### src/rtl/twde_map.svh
`ifndef TWDE_MAP_SVH
`define TWDE_MAP_SVH

// Register offsets (byte addresses)
`define TWDE_OFF_CTRL      8'h00
`define TWDE_OFF_ADDR_PAT  8'h04
`define TWDE_OFF_DATA_PAT  8'h08
`define TWDE_OFF_DELAY     8'h0C
`define TWDE_OFF_STATUS    8'h10
`define TWDE_OFF_IRQ_STAT  8'h14
`define TWDE_OFF_IRQ_MASK  8'h18

// Control register fields
`define TWDE_CTRL_EDGE_FALL  0
`define TWDE_CTRL_CNT_SRC    1
`define TWDE_CTRL_AMODE_LO   2
`define TWDE_CTRL_Q0_LO      4
`define TWDE_CTRL_Q1_LO      6
`define TWDE_CTRL_VIEW_LO    8
`define TWDE_CTRL_REARM      31

// Data pattern fields: value in low byte, care mask in next byte
`define TWDE_DPAT_VAL_LO   0
`define TWDE_DPAT_CARE_LO  8

// Status register fields
`define TWDE_STAT_ARMED    0
`define TWDE_STAT_DELAYING 1
`define TWDE_STAT_DONE     2
`define TWDE_STAT_COUNT_LO 16

// Interrupt bits
`define TWDE_IRQ_TRIG      0
`define TWDE_IRQ_DONE      1

// Reset values
`define TWDE_RST_ADDR_PAT  16'h0000
`define TWDE_RST_DATA_VAL  8'h00
`define TWDE_RST_DATA_CARE 8'h00
`define TWDE_RST_DELAY     10'h000
`define TWDE_RST_IRQ_MASK  2'h0

// Delay range, decimal 0 to 999 events
`define TWDE_DELAY_MAX     10'h3E7

`endif

### src/rtl/twde_pkg.sv
package twde_pkg;

    typedef enum logic [1:0] {
        TWDE_AM_SYNC,
        TWDE_AM_OFF,
        TWDE_AM_ASYNC
    } twde_amode_t;

    typedef enum logic [1:0] {
        TWDE_Q_X,
        TWDE_Q_ONE,
        TWDE_Q_ZERO
    } twde_qsel_t;

    typedef enum logic [1:0] {
        TWDE_VIEW_DATA,
        TWDE_VIEW_ADDR_LO,
        TWDE_VIEW_ADDR_HI
    } twde_view_t;

    typedef enum logic [1:0] {
        TWDE_ARMED,
        TWDE_DELAYING,
        TWDE_DONE
    } twde_phase_t;

    // Lines from the system under test
    typedef struct packed {
        logic        clk;
        logic [15:0] addr;
        logic [7:0]  data;
        logic        addr_qual;
        logic        clk_qual;
    } twde_sut_t;

    // Path toward the host analyzer's capture memory
    typedef struct packed {
        logic [7:0] cap_byte;
        logic       cap_strobe;
        logic       capture_done;
    } twde_host_t;

    typedef struct packed {
        logic        edge_fall;
        logic        delay_count_source;
        twde_amode_t amode;
        twde_qsel_t  q0_sel;
        twde_qsel_t  q1_sel;
        twde_view_t  byte_view_select;
        logic [15:0] addr_pat;
        logic [7:0]  data_val;
        logic [7:0]  data_care;
        logic [9:0]  delay;
        logic [1:0]  irq_mask;
    } twde_cfg_t;

    typedef struct packed {
        twde_sut_t   sut_s1;
        twde_sut_t   sut_s2;
        logic        clk_prev;
        logic        host_rst_s1;
        logic        host_rst_s2;
        logic        hit_prev;
        twde_cfg_t   cfg;
        twde_phase_t phase;
        logic [9:0]  count;
        logic [1:0]  irq_stat;
        logic        irq;
        logic        match_pulse;
        logic        armed;
        twde_host_t  host;
        logic [31:0] rdata;
    } twde_state_t;

endpackage

### src/rtl/twde_top.sv
//Function
//- Compare sixteen address inputs with a sixteen-bit address pattern.
//- Match eight data bits each as one, zero or don't-care.
//- Trigger word is address match and data match together.
//- Sample inputs on rising or falling edge of the target clock.
//- Clock qualifier one/zero/don't-care gates which clock edges count.
//- Address qualifier one/zero/don't-care must agree for an address match.
//- Delay of 0 to 999 events before capture is released.
//- Delay counts qualified clocks or trigger words, by setting.
//- Address trigger modes: synchronous, off, asynchronous.
//- Pulse the trigger output whenever a valid trigger word is seen in synchronous and off modes.
//- Armed indicator high while waiting for trigger, low afterwards.
//- Byte selector routes high, low address or data byte to host.
//- Stand-alone word recognizer: sync pulse at match or after delay.
//- Synchronous mode samples address and qualifier on the active edge.
//- Off mode ignores address lines and address qualifier.
//- Asynchronous mode: level output from address and qualifier only.
//- Delay setting zero releases capture right at the trigger.
`timescale 1ns/1ps
`include "twde_map.svh"

module twde_top
    import twde_pkg::*;
(
    input  wire logic        sys_clk,
    input  wire logic        nrst,
    input  wire logic        clk_en,
    input  wire logic [7:0]  bus_addr,
    input  wire logic [31:0] bus_wdata,
    input  wire logic        bus_wr,
    input  wire logic        bus_rd,
    output logic      [31:0] bus_rdata,
    input  wire twde_sut_t   sut_in,
    input  wire logic        host_reset_req,
    output twde_host_t       host_out,
    output logic             match_pulse_out,
    output logic             armed_out,
    output logic             irq
);

    // Qualifier line is accepted when it agrees with the 3-way setting
    function automatic logic qual_ok(input twde_qsel_t sel, input logic v);
        unique case (sel)
            TWDE_Q_X:    qual_ok = 1'b1;
            TWDE_Q_ONE:  qual_ok = v;
            TWDE_Q_ZERO: qual_ok = !v;
            default:     qual_ok = 1'b1;
        endcase
    endfunction

    function automatic twde_state_t reset_state();
        twde_state_t s;
        s                        = '0;
        s.cfg.amode              = TWDE_AM_SYNC;
        s.cfg.q0_sel             = TWDE_Q_X;
        s.cfg.q1_sel             = TWDE_Q_X;
        s.cfg.byte_view_select   = TWDE_VIEW_DATA;
        s.cfg.addr_pat           = `TWDE_RST_ADDR_PAT;
        s.cfg.data_val           = `TWDE_RST_DATA_VAL;
        s.cfg.data_care          = `TWDE_RST_DATA_CARE;
        s.cfg.delay              = `TWDE_RST_DELAY;
        s.cfg.irq_mask           = `TWDE_RST_IRQ_MASK;
        s.phase                  = TWDE_ARMED;
        s.armed                  = 1'b1;
        reset_state              = s;
    endfunction

    // Reset image built once, so the reset branch only loads a constant
    localparam twde_state_t RST_STATE = reset_state();

    // one of three bytes toward the capture memory
    // Code 3 shows the data byte rather than a stale value
    function automatic logic [7:0] view_byte(input twde_view_t sel,
                                             input twde_sut_t  s);
        unique case (sel)
            TWDE_VIEW_ADDR_LO: view_byte = s.addr[7:0];
            TWDE_VIEW_ADDR_HI: view_byte = s.addr[15:8];
            default:           view_byte = s.data;
        endcase
    endfunction

    // Phase flags are one-hot so software can test a single bit
    // Count is the live value, zero outside the delay phase
    function automatic logic [31:0] status_word(input twde_state_t s);
        status_word                            = 32'h0000_0000;
        status_word[`TWDE_STAT_ARMED]          = (s.phase == TWDE_ARMED);
        status_word[`TWDE_STAT_DELAYING]       = (s.phase == TWDE_DELAYING);
        status_word[`TWDE_STAT_DONE]           = (s.phase == TWDE_DONE);
        status_word[`TWDE_STAT_COUNT_LO +: 10] = s.count;
    endfunction

    // values past 999 saturate to keep the decimal range
    function automatic logic [9:0] clip_delay(input logic [9:0] v);
        if (v > `TWDE_DELAY_MAX) begin
            clip_delay = `TWDE_DELAY_MAX;
        end else begin
            clip_delay = v;
        end
    endfunction

    twde_state_t r;
    twde_state_t next_r;

    // Per-bit compare results, reduced further down
    logic [7:0]  data_bit_ok;
    logic [15:0] addr_bit_ok;

    genvar gi;
    generate
        for (gi = 0; gi < 8; gi++) begin : g_dbit
            assign data_bit_ok[gi] = !r.cfg.data_care[gi]
                || (r.sut_s2.data[gi] == r.cfg.data_val[gi]);
        end
    endgenerate

    generate
        for (gi = 0; gi < 16; gi++) begin : g_abit
            assign addr_bit_ok[gi] =
                (r.sut_s2.addr[gi] == r.cfg.addr_pat[gi]);
        end
    endgenerate

    logic        act_edge;
    logic        rise_seen;
    logic        fall_seen;
    logic        cq_ok;
    logic        aq_ok;
    logic        async_md;

    logic        qclk;
    logic        addr_hit;
    logic        data_hit;
    logic        word_hit;
    logic        trig_evt;
    logic        cnt_evt;
    logic        rearm;
    logic        release_now;
    logic [1:0]  irq_set;
    logic [1:0]  irq_clr;
    logic [31:0] rd_val;

    always_comb begin
        next_r = r;

        // Two-stage synchronisers; stage one feeds stage two only
        // The target lines are not on this clock: nothing but stage two reads stage one
        next_r.sut_s1      = sut_in;
        next_r.sut_s2      = r.sut_s1;
        next_r.clk_prev    = r.sut_s2.clk;
        next_r.host_rst_s1 = host_reset_req;
        next_r.host_rst_s2 = r.host_rst_s1;

        // active edge select
        // Edges come from the synchronised copy: three clocks of latency
        // are traded for never reading a metastable target clock
        rise_seen = r.sut_s2.clk && !r.clk_prev;
        fall_seen = !r.sut_s2.clk && r.clk_prev;
        act_edge  = r.cfg.edge_fall ? fall_seen : rise_seen;

        cq_ok = qual_ok(r.cfg.q1_sel, r.sut_s2.clk_qual);
        qclk  = act_edge && cq_ok;

        aq_ok = qual_ok(r.cfg.q0_sel, r.sut_s2.addr_qual);

        addr_hit = (&addr_bit_ok) && aq_ok;
        data_hit = &data_bit_ok;
        // Async mode drops the data byte and the target clock
        async_md = (r.cfg.amode == TWDE_AM_ASYNC);

        // address trigger mode selects the word
        unique case (r.cfg.amode)
            TWDE_AM_OFF: word_hit = data_hit;
            // level from address and qualifier only
            TWDE_AM_ASYNC: word_hit = addr_hit;
            default: word_hit = addr_hit && data_hit;
        endcase

        // Async mode ignores the target clock; one event per rising level
        if (async_md) begin
            trig_evt = word_hit && !r.hit_prev;
        end else begin
            // sampled at the qualified active edge
            trig_evt = qclk && word_hit;
        end
        next_r.hit_prev = word_hit;

        // trigger output, level in async mode
        next_r.match_pulse = async_md ? word_hit : trig_evt;

        cnt_evt = r.cfg.delay_count_source ? trig_evt : qclk;

        // byte routed toward capture memory on each qualified edge
        next_r.host.cap_strobe = qclk;
        // Byte holds between qualified edges so the host may take it late
        if (qclk) begin
            next_r.host.cap_byte = view_byte(r.cfg.byte_view_select,
                                             r.sut_s2);
        end

        // re-arm from software or the host line
        rearm = r.host_rst_s2
            || (bus_wr && bus_addr == `TWDE_OFF_CTRL
                && bus_wdata[`TWDE_CTRL_REARM]);

        release_now = 1'b0;
        unique case (r.phase)
            TWDE_ARMED: begin
                if (trig_evt) begin
                    if (r.cfg.delay == 10'h000) begin
                        release_now  = 1'b1;
                        next_r.phase = TWDE_DONE;
                    end else begin
                        next_r.count = r.cfg.delay;
                        next_r.phase = TWDE_DELAYING;
                    end
                end
            end
            TWDE_DELAYING: begin
                if (cnt_evt) begin
                    next_r.count = r.count - 10'h001;
                    if (r.count == 10'h001) begin
                        release_now  = 1'b1;
                        next_r.phase = TWDE_DONE;
                    end
                end
            end
            TWDE_DONE: begin
                next_r.count = 10'h000;
            end

            // An upset phase code falls back to waiting for a trigger
            default: begin
                next_r.phase = TWDE_ARMED;
                next_r.count = 10'h000;
            end
        endcase

        // Re-arm outranks a trigger or a release in the same cycle
        if (rearm) begin
            next_r.phase = TWDE_ARMED;
            next_r.count = 10'h000;
            release_now  = 1'b0;
        end
        next_r.host.capture_done = release_now;
        next_r.armed = (next_r.phase == TWDE_ARMED);

        // Register writes; read-only or unmapped offsets drop the data
        irq_clr = 2'h0;
        if (bus_wr) begin
            unique case (bus_addr)
                `TWDE_OFF_CTRL: begin
                    next_r.cfg.edge_fall = bus_wdata[`TWDE_CTRL_EDGE_FALL];
                    next_r.cfg.delay_count_source =
                        bus_wdata[`TWDE_CTRL_CNT_SRC];
                    next_r.cfg.amode = twde_amode_t'(
                        bus_wdata[`TWDE_CTRL_AMODE_LO +: 2]);
                    next_r.cfg.q0_sel = twde_qsel_t'(
                        bus_wdata[`TWDE_CTRL_Q0_LO +: 2]);
                    next_r.cfg.q1_sel = twde_qsel_t'(
                        bus_wdata[`TWDE_CTRL_Q1_LO +: 2]);
                    next_r.cfg.byte_view_select = twde_view_t'(
                        bus_wdata[`TWDE_CTRL_VIEW_LO +: 2]);
                end
                `TWDE_OFF_ADDR_PAT: next_r.cfg.addr_pat = bus_wdata[15:0];
                `TWDE_OFF_DATA_PAT: begin
                    next_r.cfg.data_val  = bus_wdata[`TWDE_DPAT_VAL_LO +: 8];
                    next_r.cfg.data_care = bus_wdata[`TWDE_DPAT_CARE_LO +: 8];
                end

                `TWDE_OFF_DELAY:
                    next_r.cfg.delay = clip_delay(bus_wdata[9:0]);

                `TWDE_OFF_IRQ_STAT: irq_clr = bus_wdata[1:0];
                `TWDE_OFF_IRQ_MASK: next_r.cfg.irq_mask = bus_wdata[1:0];
                default: ;
            endcase
        end

        // Sticky events; a set in the clearing cycle survives
        irq_set = 2'h0;
        irq_set[`TWDE_IRQ_TRIG] = trig_evt && (r.phase == TWDE_ARMED);
        irq_set[`TWDE_IRQ_DONE] = release_now;
        next_r.irq_stat = (r.irq_stat & ~irq_clr) | irq_set;
        next_r.irq      = |(next_r.irq_stat & r.cfg.irq_mask);

        // Read data stands only in the cycle after the strobe
        // Unmapped offsets read as zero
        rd_val = 32'h0000_0000;
        unique case (bus_addr)
            `TWDE_OFF_CTRL: begin
                rd_val[`TWDE_CTRL_EDGE_FALL]   = r.cfg.edge_fall;
                rd_val[`TWDE_CTRL_CNT_SRC]     = r.cfg.delay_count_source;
                rd_val[`TWDE_CTRL_AMODE_LO +: 2] = r.cfg.amode;
                rd_val[`TWDE_CTRL_Q0_LO +: 2]  = r.cfg.q0_sel;
                rd_val[`TWDE_CTRL_Q1_LO +: 2]  = r.cfg.q1_sel;
                rd_val[`TWDE_CTRL_VIEW_LO +: 2] = r.cfg.byte_view_select;
            end
            `TWDE_OFF_ADDR_PAT: rd_val[15:0] = r.cfg.addr_pat;
            `TWDE_OFF_DATA_PAT: begin
                rd_val[`TWDE_DPAT_VAL_LO +: 8]  = r.cfg.data_val;
                rd_val[`TWDE_DPAT_CARE_LO +: 8] = r.cfg.data_care;
            end
            `TWDE_OFF_DELAY: rd_val[9:0] = r.cfg.delay;

            `TWDE_OFF_STATUS: rd_val = status_word(r);

            `TWDE_OFF_IRQ_STAT: rd_val[1:0] = r.irq_stat;
            `TWDE_OFF_IRQ_MASK: rd_val[1:0] = r.cfg.irq_mask;
            default: ;
        endcase
        next_r.rdata = bus_rd ? rd_val : 32'h0000_0000;
    end

    // Clock enable low freezes everything, bus accesses included
    always_ff @(posedge sys_clk or negedge nrst) begin
        if (!nrst) begin
            r <= RST_STATE;
        end else if (clk_en) begin
            r <= next_r;
        end
    end

    assign bus_rdata       = r.rdata;
    assign host_out        = r.host;
    assign match_pulse_out = r.match_pulse;
    assign armed_out       = r.armed;
    assign irq             = r.irq;

endmodule

### config.mk
export PLATFORM = sky130hd
export DESIGN_NAME = twde_top
export DESIGN_NICKNAME = d
export VERILOG_FILES = /design/src/rtl/twde_pkg.sv /design/src/rtl/twde_top.sv
export VERILOG_INCLUDE_DIRS = /design/src /design/src/rtl
export SDC_FILE = /design/constraint.sdc
export NUM_CORES = 1
export LEC_CHECK = 0
export BUFFER_PORTS_ARGS = -buffer_cell sky130_fd_sc_hd__buf_2
export CORE_UTILIZATION = 45
export CTS_CLUSTER_SIZE = 12
export DETAILED_ROUTE_END_ITERATION = 8
export GPL_TIMING_DRIVEN = 1
export HOLD_SLACK_MARGIN = 0.05
export PLACE_DENSITY = 0.65
export SYNTH_ARGS = -nofsm -noshare
export SYNTH_HDL_FRONTEND = slang
export SYNTH_SLANG_ARGS = --single-unit
### constraint.sdc
create_clock -name sys_clk -period 2.33 [get_ports sys_clk]
set_clock_uncertainty 0.1 [all_clocks]
set_input_delay 0 -clock sys_clk [delete_from_list [all_inputs] [get_ports sys_clk]]
set_output_delay 0 -clock sys_clk [all_outputs]
set_load 0.005 [all_outputs]
Word-level counts from Yosys, hierarchy flattened. Cells that the tools add are included.

RAM bits: 0. Flip-flop bits (word level): 171. ROM bits: 0. Latch bits: 0. Output and inout port bits: 45. Input port bits: 73. Logic and storage cells: 161. Memories: 0.

$add $sub $neg: 1. Order comparisons: 1. Divide/modulo/power cells: 0. Shift operators: 0. Bitwise logic cells: 4. Multiplexer cells: 30. Reduce and logical (&&, ||, !) cells: 46. Equality and inequality tests: 44. Multiply operators: 0.

Operators with widths (count): $pmux W8 S5 (1); $mux W12 (3); $mux W32 (1); $mux W10 (3); $eq A1 B1 Y1 (24); $eq A8 B5 Y1 const B (3); $pmux W10 S2 (1); $eq A8 B4 Y1 const B (2); $pmux W8 S2 (1); $reduce_and A16 Y1 (1); $reduce_and A3 Y1 (5); $pmux W2 S7 (1); $logic_not A1 Y1 (13); $pmux W6 S2 (1); $eq A10 B1 Y1 const B (1); $eq A2 B1 Y1 const B (5); $eq A2 B2 Y1 const B (5); $gt A10 B10 Y1 const B (1); $logic_and A1 B1 Y1 (10); $logic_not A10 Y1 (1); $sub A10 B1 Y10 const B (1); $logic_or A1 B1 Y1 (9); $mux W1 (9); $ne A3 B3 Y1 const B (3); 13 further kinds (21).

Depth between registers and ports, before layout. Gate-level depths: netlist of the first run.

Depth in word-level cells: 14. Gate-level depth with buffers: 11. Mapped depth without buffers: 10.

Least setup slack after synthesis of the first run. No wires, ideal clock.

Kind: reg2reg. Start: reg r[105] in the netlist's numbering. End: reg r[49] in the netlist's numbering. Stages on the path, launching flop included: 11. Arrival time: 2.189 ns. Period minus slack after synthesis: 2.355 ns. Setup time: 0.066 ns. Data required time: 2.164 ns. Path slack: -0.025 ns. Cells stage by stage: dfrtp_1 > inv_1 > ha_1 > mux2_2 > o22ai_1 > mux2i_4 > a22oi_2 > o31ai_2 > o31ai_4 > o21bai_1 > a22o_1.

Word-level cells in the longest chain between the ends: 8.

Ends and longest elaborated chain: from (decl) (line twde_top.sv:101) `twde_state_t r;`; from (signal assigned) (line twde_top.sv:319) `r <= next_r;`; $eq A2 B2 Y1 or $eq A2 B1 Y1 (tied branches) (line twde_top.sv:43) `unique case (sel)`; $pmux W1 S2 * (line twde_top.sv:43); $logic_and A1 B1 Y1 * (line twde_top.sv:161) `qclk = act_edge && cq_ok;`; $logic_and A1 B1 Y1 (line twde_top.sv:183) `trig_evt = qclk && word_hit;`; $mux W1 (line twde_top.sv:179) `if (async_md) begin`; $mux W1 (line twde_top.sv:190) `cnt_evt = r.cfg.delay_count_source ? trig_evt : qclk;`; $ne A3 B3 Y1 (no source line); $reduce_and A4 Y1 (no source line) *.

Every way passes the cells marked *; elsewhere a longest branch is shown, timed or not. A chain may end at the register's enable or synchronous reset.

Final worst setup path of the first run.
Start: reg r[105] in the netlist's numbering. End: reg r[54] in the netlist's numbering.

Same word-level chain as after synthesis.

==> results of run 1 <==
==> layer usage <==
layer / track usage [%] / up-vias / share of wire, %
met2: 43.7 / 163 / 51
met1: 32.3 / 3116 / 44
met3: 5.52 / 27 / 4.4
met4: 7.51 / 0 / 1.5
li1: - / 2862 / -
met5: 0 / - / 0
==> critical path, delay by kind of cell (launching register included) <==
kind                       cells  cell delay (ns)
AOI/OAI and AO/OA              5             0.98
buffers and inverters          2             0.23
muxes                          1             0.27
DFF                            1             0.38
and+or+nand+nor                2             0.29
adders and majority gates      1             0.17
==> how the worst max path moves through the flow <==
stage	start	end	slack, ns	cells after the start
after detailed placement	r[105]	r[49]	-0.21	10
after floorplan	r[105]	r[55]	-0.005	11
after global routing	r[105]	r[49]	-0.31	11
final	r[105]	r[54]	-0.21	11
after CTS	r[105]	r[54]	-0.20	11
after global placement	r[105]	r[49]	-0.10	11
==> metrics by stage <==
stage	utilization, %	cells
CTS	59.5	1117
detailed placement	52.2	1025
floorplan	-	695
global route	59.9	1120
finish	59.9	1120
global placement	52.2	1025
==> state kept, by name (all words and copies together) (netlist names) <==
name	cells
armed_out	1
match_pulse_out	1
host_out	10
next_r	29
bus_rdata	26
irq	1
r	97
==> cells in the final DEF (no fill, tap or decap), types with 3 or more instances in the layout <==
cell type,count
sky130_fd_sc_hd__buf_6,5
sky130_fd_sc_hd__a22o_2,6
sky130_fd_sc_hd__nand4_1,10
sky130_fd_sc_hd__mux2i_1,8
sky130_fd_sc_hd__o21ai_1,5
sky130_fd_sc_hd__mux2_2,108
sky130_fd_sc_hd__or4_1,3
sky130_fd_sc_hd__nor3_2,3
sky130_fd_sc_hd__xnor2_1,20
sky130_fd_sc_hd__a21oi_1,15
sky130_fd_sc_hd__a22oi_1,24
sky130_fd_sc_hd__ha_1,7
sky130_fd_sc_hd__nand2_1,36
sky130_fd_sc_hd__clkbuf_16,17
sky130_fd_sc_hd__ha_2,3
sky130_fd_sc_hd__clkinv_4,4
sky130_fd_sc_hd__inv_1,16
sky130_fd_sc_hd__nor3_1,8
sky130_fd_sc_hd__inv_6,4
sky130_fd_sc_hd__buf_4,86
sky130_fd_sc_hd__nand3b_1,3
sky130_fd_sc_hd__buf_2,95
sky130_fd_sc_hd__conb_1,6
sky130_fd_sc_hd__dfrtp_1,164
sky130_fd_sc_hd__xor2_1,10
sky130_fd_sc_hd__dlygate4sd3_1,56
sky130_fd_sc_hd__o21ai_0,26
sky130_fd_sc_hd__and3_1,3
sky130_fd_sc_hd__nand3_1,13
sky130_fd_sc_hd__o2bb2ai_1,22
sky130_fd_sc_hd__a22o_1,14
sky130_fd_sc_hd__nor2_1,25
sky130_fd_sc_hd__o211ai_1,5
==> repair_timing <==
item	in CTS	in global routing
endpoints found under the hold margin	271	0
buffers inserted	2	3
setup endpoints to repair	14	16
resized for setup	17	13
pin swaps	12	11
cloned	1	0
hold buffers	57	0
==> power by group <==
| group | internal, W | leakage, nW | switching (W) |
|---|---|---|---|
| registers | 0.00308 | 2.15 | 0.000165 |
| clock network | 0.00163 | 0.302 | 0.00130 |
| logic | 0.000535 | 2.44 | 0.000465 |
==> cell type report <==
type	instances	area, sq um
fillers	1431	7030
clock buffers	17	425
flip-flops and latches	165	4130
clock inverters	15	190
multi-input cells	436	3610
inverters	17	63.8
repair buffers	245	1810
well taps	225	282
==> logic make-up (layout without fill, tap and decap cells) <==
logic type	count (synthesis)	after routing	synth area share, %
buffers and inverters	94	294	6.86
multiplexers	122	122	17.2
other	1	6	0.0458
XOR/XNOR	30	30	3.21
flip-flops	165	165	50.4
adder cells (fa/ha/maj)	10	10	1.53
AO/OA/AOI/OAI	144	144	12.9
AND/OR/NAND/NOR	124	124	7.85
==> results.json, run 1 <==
{
  "status": "finished, violations left",
  "failing_checks": "setup timing",
  "coreArea_sq_mm": 0.0175,
  "synthToLayoutAreaGrowth_pct": 28.3,
  "rows": 48,
  "initial_utilization_pct": 46.7,
  "drt-vias-per-instance": 5.51,
  "synth.top_cell.area_share_pct": 50.1,
  "dieWidth_um": 137,
  "synth.cells.most_frequent": "sky130_fd_sc_hd__dfrtp_1, sky130_fd_sc_hd__mux2_2, sky130_fd_sc_hd__buf_4",
  "finalHoldViolCount": 0,
  "synth_seq_cells": 165,
  "number_of_flops_mapped_to_enable_cells_by_yosys": 0,
  "critPathCaptureType": "register",
  "worst-endpoint-arrival_ns": 2.76,
  "worst_hold_launch": "bus_addr[6]",
  "drive_gt1_share_pct": 41.3,
  "dp.final_hpwl_um": 15800,
  "leakage_nw": 4.89,
  "path_max_fanout": 6,
  "place_area_sq_mm": 0.00916,
  "path_cells": "inv_1, ha_2, mux2_4, o22a_1, and3_4, nand4_1, o211ai_1, o21ai_2, buf_6, o2bb2ai_1, a22o_2",
  "crit_start_category": "register",
  "route.vias.total": 6168,
  "r2r.worst_path.cells": 11,
  "routed_wire_length_per_instance_um": 19.9,
  "clkLatencyLatePin_ns": 0.43,
  "fmax_mhz": 394,
  "layout_setup_ws_ns": -0.208,
  "preCtsSetupSlack_ns": -0.207,
  "grt_util_all_layers_pct": 25.5,
  "synth_area_leader_cell": "sky130_fd_sc_hd__dfrtp_1",
  "numCtsBuffers": 17,
  "timing.reg2reg.setup_slack_ns": -0.21,
  "grt_pass1_wl_um": 35600,
  "finalCriticalPeriod_ns": 2.54,
  "timing.final.max_slew_violations": 0,
  "drv_cap": 0,
  "reg2reg_launch_point": "r[105]",
  "post-route-drc-count": 0,
  "fp.dieH_um": 137,
  "worstPathRequired_ns": 2.55,
  "globalRouteOverflowTotal": 0,
  "fin_worst_hold_slack_ns": 0.107,
  "largest_cells_by_area_after_synthesis": "sky130_fd_sc_hd__dfrtp_1, sky130_fd_sc_hd__mux2_2, sky130_fd_sc_hd__buf_4, sky130_fd_sc_hd__o2bb2ai_1, sky130_fd_sc_hd__a22oi_1",
  "antenna_cells": 0,
  "avgSynthCellArea_sq_um": 11.9,
  "grt_pass1_vias": 6410,
  "postSynth.asyncResetShare_pct": 100,
  "cts_tree": "yes",
  "clock_tree.htree_level_count": 4,
  "holdCritPathClass": "in -> reg",
  "setup-tns-final_ns": -2.30,
  "hold_path_depth": 6,
  "grt_max_degree": 58,
  "rsz0062_at_grt": "yes",
  "final-setup-viol-count": 14,
  "final_nets": 965,
  "critical_path.slowest_cell": "sky130_fd_sc_hd__dfrtp_1",
  "max-vdd-ir-drop_uv": 562,
  "pwr_density_cell_mw_per_mm2": 683,
  "setup.worst_path.class": "reg -> reg",
  "clockBufferDepth": 2,
  "clkSinkCount": 165,
  "floorplan.die_area_sq_mm": 0.0187,
  "ys_dominant_reg_cell": "sky130_fd_sc_hd__dfrtp_1",
  "syn_area_sq_mm": 0.00819,
  "clkSlewWorstSetupHoldPaths_ns": 0.07,
  "syn-instance-count": 690,
  "post_synth_num_cell_types": 65,
  "slew_headroom_pct": 26.2,
  "timing.critical_path.slowest_cell_delay_ns": 0.38,
  "drt_first_iter_violations": 312,
  "routabilityCongestion": 0.853,
  "finalInstanceArea_sq_mm": 0.0105,
  "final_ant_viol_nets": 0,
  "hold_path_end": "bus_rdata[7]",
  "synth_sequential_area_ratio_pct": 50.4,
  "post-route-period-util_pct": 109,
  "rr_endpoint": "r[54]",
  "post-layout-total-power_w": 0.00718,
  "routed_wl_um": 22300,
  "drt-pass1-iter-count": 5,
  "port_buffers": 96,
  "cts_root_buf": "sky130_fd_sc_hd__clkbuf_16",
  "pin_count": 118,
  "slew_at_the_pin_closest_to_its_max_slew_limit_ns": 1.08,
  "yosysMostFrequentCell": "sky130_fd_sc_hd__dfrtp_1",
  "synth-warning-count": 0,
  "grt_antenna_before_repair": 0
}
(Power assumes the default switching activity.)
==> run 2: changes to the inputs <==
--- a/config.mk
+++ b/config.mk
@@ -7,6 +7,7 @@
 export NUM_CORES = 1
 export LEC_CHECK = 0
 export BUFFER_PORTS_ARGS = -buffer_cell sky130_fd_sc_hd__buf_2
+export CORE_MARGIN = 2
 export CORE_UTILIZATION = 45
 export CTS_CLUSTER_SIZE = 12
 export DETAILED_ROUTE_END_ITERATION = 8
==> constraint.sdc (replaced) <==
create_clock -name sys_clk -period 3.04 [get_ports sys_clk]
set_clock_uncertainty 0.1 [all_clocks]
set_input_delay 0 -clock sys_clk [delete_from_list [all_inputs] [get_ports sys_clk]]
set_output_delay 0 -clock sys_clk [all_outputs]
set_load 0.005 [all_outputs]
==> run 2 against run 1 <==
Effect of this change: the flow now finishes without violations; first-iteration DRC count fell by 8.0%; worst setup slack improved by 0.43 ns; die area is 2.9% higher; non-clock buffer count fell by 86; clock-buffer cell count grew 4; highest routed layer unchanged; flip-flop and latch count unchanged; clock power shrank 25%; via count down 5.1%; sequential share of layout area grew 3.3 points; critical endpoint is now r[49].
==> results.json, run 2 (same netlist as run 1, synthesis figures left out) <==
{
  "rsz0062_at_grt": "no",
  "grt_pass1_wl_um": 32900,
  "clock_tree.htree_level_count": 4,
  "final_nets": 879,
  "layout_common_cells": "sky130_fd_sc_hd__dfrtp_1, sky130_fd_sc_hd__mux2_2, sky130_fd_sc_hd__buf_2",
  "rows": 49,
  "status": "complete, no violations",
  "preCtsSetupSlack_ns": 0.0735,
  "numCtsBuffers": 17,
  "cts_tree": "yes",
  "critPathCaptureType": "register",
  "clkSinkCount": 165,
  "drt_first_iter_violations": 287,
  "routed_wl_um": 20300,
  "clkSlewWorstSetupHoldPaths_ns": 0.06,
  "port_buffers": 96,
  "pwr_density_cell_mw_per_mm2": 549,
  "timing.final.max_slew_violations": 0,
  "setup.worst_path.class": "reg -> reg",
  "grt_pass1_vias": 5972,
  "fp.dieH_um": 139,
  "drv_cap": 0,
  "register_area_sq_mm": 0.00413,
  "initial_utilization_pct": 45.8,
  "coreArea_sq_mm": 0.0179,
  "drive_gt1_share_pct": 33.3,
  "crit_start_category": "register",
  "layout.cells.most_common": "sky130_fd_sc_hd__dfrtp_1",
  "slew_headroom_pct": 29.4,
  "finalCriticalPeriod_ns": 2.81,
  "post-cts-setup-buffer-count": 0,
  "holdCritPathClass": "in -> async",
  "routed_wire_length_per_instance_um": 19.6,
  "path_cells": "or4_4, nor4_4, nor2_2, a22oi_2, o31ai_2, o31ai_4, o21bai_1, a22o_1",
  "floorplan.die_area_sq_mm": 0.0193,
  "worstPathRequired_ns": 3.31,
  "multi_input_gate_area_in_the_final_layout_sq_mm": 0.00352,
  "routabilityCongestion": 0.905,
  "post-route-period-util_pct": 92.6,
  "antenna_cells": 0,
  "layout_setup_ws_ns": 0.226,
  "dp.final_hpwl_um": 14400,
  "timing.critical_path.slowest_cell_delay_ns": 0.57,
  "final-setup-viol-count": 0,
  "leakage_nw": 4.39,
  "grt_util_all_layers_pct": 21.8,
  "post-route-drc-count": 0,
  "clockBufferDepth": 2,
  "slew_at_the_pin_closest_to_its_max_slew_limit_ns": 1.03,
  "globalRouteOverflowTotal": 0,
  "max-vdd-ir-drop_uv": 420,
  "final_ant_viol_nets": 0,
  "path_max_fanout": 10,
  "fmax_mhz": 355,
  "r2r.worst_path.cells": 8,
  "drt-vias-per-instance": 5.64,
  "max_reg_flops": 97,
  "drt-pass1-iter-count": 5,
  "fillerInstances": 1540,
  "route.vias.total": 5853,
  "dieWidth_um": 139,
  "pin_count": 118,
  "setup-tns-final_ns": 0,
  "finalHoldViolCount": 0,
  "clkLatencyLatePin_ns": 0.43,
  "grt_max_degree": 79,
  "critical_path.slowest_cell": "sky130_fd_sc_hd__or4_4",
  "worst-endpoint-arrival_ns": 3.08,
  "synthToLayoutAreaGrowth_pct": 18.3,
  "cts_root_buf": "sky130_fd_sc_hd__clkbuf_16",
  "largest-register": "r",
  "grt_antenna_before_repair": 0
}
-- run 2: final cells by class --
class                   instances  share of cell area [%]
well taps                     229                    2.96
flip-flops and latches        165                    42.6
inverters                      17                   0.658
repair buffers                159                    11.3
clock buffers                  21                    4.54
multi-input cells             436                    36.3
clock inverters                11                    1.55
-- run 2: critical path, delay by kind of cell, from the launching register on --
kind	cells	cell delay [ns]
DFF	1	0.45
and+or+nand+nor	3	1.03
AOI/OAI and AO/OA	5	1.18
-- run 2: per-stage QoR --
step | std cells | area, sq um | power, W | utilization [%] | hold slack, ns
after CTS | 1038 | 9690 | 0.00537 | 54.1 | 0.0525
after global placement | 955 | 8590 | 0.00308 | 48.0 | -0.0221
final | 1038 | 9690 | 0.00533 | 54.2 | 0.0552
after floorplan | 695 | 8210 | 0.00290 | - | -0.396
after global routing | 1038 | 9690 | 0.00556 | 54.2 | 0.0741
after detailed placement | 955 | 8590 | 0.00311 | 48.0 | -0.0113
-- run 2: timing repair --
action | CTS | global route
hold buffers | 51 | 0
endpoints found under the setup margin | 0 | 10
resized for setup | 0 | 1
endpoints found under the hold margin | 174 | 0
-- run 2: routing by layer --
metal | routed length, um | vias to the layer above | share of wire [%] | GRT usage, %
met5 | 0 | - | 0 | 0
met4 | 454 | 0 | 2.2 | 7.76
met3 | 972 | 28 | 4.8 | 4.39
met2 | 9550 | 169 | 47 | 34.1
met1 | 9320 | 2976 | 46 | 30.5
li1 | - | 2680 | - | -
-- run 2: worst paths after layout --
kind	from	endpoint	slack [ns]
worst max-delay path	r[65]	r[49]	0.23
worst min-delay path	nrst	bus_rdata[23]	0.06
worst max register to register	r[65]	r[49]	0.23
worst min register to register	bus_rdata[7]	bus_rdata[7]	0.38
max in group asynchronous	nrst	bus_rdata[13]	1.88
min in group sys_clk	clk_en	bus_rdata[6]	0.07
-- run 2: report_power, final --
part | total [W] | switching (W) | leakage [nW] | internal, W
Sequential | 0.00252 | 0.000157 | 2.15 | 0.00236
Combinational | 0.000603 | 0.000295 | 1.96 | 0.000308
Clock | 0.00221 | 0.000908 | 0.282 | 0.00130
==> run 3: changes to the inputs <==
--- a/config.mk
+++ b/config.mk
@@ -6,6 +6,7 @@
 export SDC_FILE = /design/constraint.sdc
 export NUM_CORES = 1
 export LEC_CHECK = 0
+export ABC_AREA = 1
 export BUFFER_PORTS_ARGS = -buffer_cell sky130_fd_sc_hd__buf_2
 export CORE_MARGIN = 2
 export CORE_UTILIZATION = 45
==> run 3 against run 2 <==
Effect of this change: synthesized cell count grew 49%; register-to-register slack gained 0.37 ns; first-iteration DRC count grew 59%; routed wire length grew 3.9%; highest routed layer unchanged; largest power group unchanged; sequential power shrank 4%; sequential share of layout area shrank 0.56 points; non-clock buffer count grew 5.
==> results.json, run 3 <==
{
  "status": "complete, no violations",
  "largest-register": "r",
  "final-setup-viol-count": 0,
  "slew_headroom_pct": 54.4,
  "floorplan.die_area_sq_mm": 0.0193,
  "clock_power_share_pct": 44.5,
  "post-route-period-util_pct": 80.5,
  "drt-vias-per-instance": 5.04,
  "fmax_mhz": 409,
  "dp.final_hpwl_um": 14700,
  "final_nets": 1218,
  "leakage_nw": 4.87,
  "ys_dominant_reg_cell": "sky130_fd_sc_hd__dfrtp_1",
  "max-vdd-ir-drop_uv": 460,
  "setup-tns-final_ns": 0,
  "number_of_flops_mapped_to_enable_cells_by_yosys": 0,
  "postSynth.asyncResetShare_pct": 100,
  "yosysMostFrequentCell": "sky130_fd_sc_hd__nand2_1",
  "clock_tree.htree_level_count": 4,
  "globalRouteOverflowTotal": 0,
  "numCtsBuffers": 17,
  "drive_gt1_share_pct": 13.8,
  "routed_wire_length_per_instance_um": 15.3,
  "path_max_fanout": 12,
  "rsz0062_at_grt": "no",
  "layout_common_cells": "sky130_fd_sc_hd__nand2_1, sky130_fd_sc_hd__dfrtp_1, sky130_fd_sc_hd__o21ai_0",
  "fin_worst_hold_slack_ns": 0.135,
  "avgSynthCellArea_sq_um": 7.97,
  "clockBufferDepth": 2,
  "synth_sequential_area_ratio_pct": 50.5,
  "synth.top_cell.area_share_pct": 50.2,
  "routed_wl_um": 21100,
  "coreArea_sq_mm": 0.0179,
  "synth_seq_cells": 165,
  "worst-endpoint-arrival_ns": 2.71,
  "grt_util_all_layers_pct": 22.7,
  "synth.cells.most_frequent": "sky130_fd_sc_hd__nand2_1, sky130_fd_sc_hd__dfrtp_1, sky130_fd_sc_hd__o21ai_0",
  "timing.final.max_slew_violations": 0,
  "max_reg_flops": 97,
  "pin_count": 118,
  "pwr_density_cell_mw_per_mm2": 543,
  "comb_power_share_pct": 10.1,
  "drt_first_iter_violations": 455,
  "worstPathRequired_ns": 3.30,
  "power.switching_fraction_pct": 26.1,
  "holdCritPathClass": "in -> reg",
  "place_area_sq_mm": 0.00860,
  "clkSlewWorstSetupHoldPaths_ns": 0.07,
  "crit_start_category": "register",
  "grt_pass1_wl_um": 34600,
  "power.sequential.fraction_pct": 45.5,
  "largest_cells_by_area_after_synthesis": "sky130_fd_sc_hd__dfrtp_1, sky130_fd_sc_hd__nand2_1, sky130_fd_sc_hd__o21ai_0, sky130_fd_sc_hd__inv_1, sky130_fd_sc_hd__buf_4",
  "cts_root_buf": "sky130_fd_sc_hd__clkbuf_16",
  "slew_at_the_pin_closest_to_its_max_slew_limit_ns": 0.684,
  "finalHoldViolCount": 0,
  "post_synth_num_cell_types": 42,
  "fin_util_pct": 54.9,
  "clkLatencyLatePin_ns": 0.44,
  "layout.cells.most_common": "sky130_fd_sc_hd__nand2_1",
  "route.vias.total": 6945,
  "grt_max_degree": 71,
  "routabilityCongestion": 0.878,
  "syn_area_sq_mm": 0.00818,
  "drt-pass1-iter-count": 5,
  "critPathCaptureType": "register",
  "clkSinkCount": 165,
  "syn-instance-count": 1027,
  "power.net_switching_w": 0.00139,
  "grt_pass1_vias": 6717,
  "final_ant_viol_nets": 0,
  "initial_utilization_pct": 45.7,
  "synth_area_leader_cell": "sky130_fd_sc_hd__dfrtp_1",
  "synth-warning-count": 0,
  "drv_cap": 0,
  "dieWidth_um": 139,
  "finalInstanceArea_sq_mm": 0.00982,
  "synthToLayoutAreaGrowth_pct": 20.1,
  "post-route-drc-count": 0,
  "grt_antenna_before_repair": 1,
  "power.internal_w": 0.00395,
  "fp.dieH_um": 139,
  "port_buffers": 96,
  "finalCriticalPeriod_ns": 2.45,
  "cts_tree": "yes",
  "setup.worst_path.class": "reg -> reg",
  "rows": 49
}
run 3: changes by cell type after synthesis, sizes merged, moves of 23 or more:
cell,previous run,this run
nand2,37,364
o2bb2ai,24,1
nand3,13,36
o21ai,33,133
a22oi,25,0
inv,16,109
mux2,110,0
run 3: path summary, 6_finish.rpt:
kind | startpoint | to | slack (ns) | cells past startpoint
max | r[107] | irq | 0.59 | 18
min | bus_addr[4] | bus_rdata[7] | 0.13 | 5
max reg2reg | r[107] | irq | 0.59 | 18
min reg2reg | armed_out | armed_out | 0.37 | 2
max in group asynchronous | nrst | r[140] | 1.58 | 4
min in group asynchronous | nrst | r[45] | 0.51 | 3
run 3: routing by layer:
| metal | share of wire, % | wire [um] | GRT usage, % |
|---|---|---|---|
| met1 | 45 | 9390 | 30.0 |
| met2 | 48 | 10200 | 37.4 |
| met3 | 4.7 | 997 | 4.35 |
| met4 | 2.4 | 509 | 8.03 |
| met5 | 0 | 0 | 0 |
run 3: worst max-delay path, stage by stage, from the launching register on:
cell	delay (ns)
sky130_fd_sc_hd__dfrtp_1	0.40
sky130_fd_sc_hd__inv_1	0.06
sky130_fd_sc_hd__ha_1	0.27
sky130_fd_sc_hd__inv_1	0.03
sky130_fd_sc_hd__nand3_1	0.06
sky130_fd_sc_hd__nand3_1	0.09
sky130_fd_sc_hd__nor2_1	0.16
sky130_fd_sc_hd__nand3_1	0.10
sky130_fd_sc_hd__nor2_1	0.10
sky130_fd_sc_hd__nand2_1	0.07
sky130_fd_sc_hd__nand2_2	0.12
sky130_fd_sc_hd__nand3_2	0.09
sky130_fd_sc_hd__nand2_2	0.21
sky130_fd_sc_hd__nand3_1	0.12
sky130_fd_sc_hd__nand2_2	0.11
sky130_fd_sc_hd__nand2_2	0.04
sky130_fd_sc_hd__nand2_1	0.07
sky130_fd_sc_hd__nand2_1	0.05
sky130_fd_sc_hd__a21oi_1	0.11
run 3: stage by stage:
stage | worst slack [ns] | total power [W] | instances
2_1_floorplan | 1.06 | 0.00277 | 1032
3_3_place_gp | 0.691 | 0.00294 | 1288
3_5_place_dp | 0.636 | 0.00295 | 1288
4_1_cts | 0.616 | 0.00537 | 1377
5_1_grt | 0.248 | 0.00556 | 1378
6_report | 0.594 | 0.00534 | 1378
run 3: repair_timing:
action | CTS | global route
resized for setup | 0 | 0
endpoints found under the hold margin | 279 | 0
setup buffers | 0 | 0
hold buffers | 57 | 0
run 3: cell families after synthesis:
| kind of cell | after synthesis | share of synthesized area (%) |
|---|---|---|
| AND/OR/NAND/NOR | 458 | 22.7 |
| buffers and inverters | 193 | 10.9 |
| AO/OA/AOI/OAI | 190 | 13.2 |
| flip-flops | 165 | 50.5 |
| XOR/XNOR | 10 | 1.07 |
| adder cells (fa/ha/maj) | 10 | 1.53 |
| other | 1 | 0.0458 |
run 3: area by class of cell:
class                   instances  area [sq um]
clock inverters                15           218
multi-input cells             674          3180
diodes                          1          2.50
well taps                     229           287
fillers                      1658          8080
clock buffers                  17           425
flip-flops and latches        165          4130
inverters                     113           424
repair buffers                164          1160
run 3: power groups by stage:
| stage | combinational, W | clock (W) | sequential (W) |
|---|---|---|---|
| global placement | 0.000478 | 0 | 0.00246 |
| detailed placement | 0.000485 | 0 | 0.00247 |
| finish | 0.000538 | 0.00237 | 0.00243 |
| global route | 0.000619 | 0.00250 | 0.00244 |
| floorplan | 0.000332 | 0 | 0.00244 |
| CTS | 0.000545 | 0.00240 | 0.00243 |
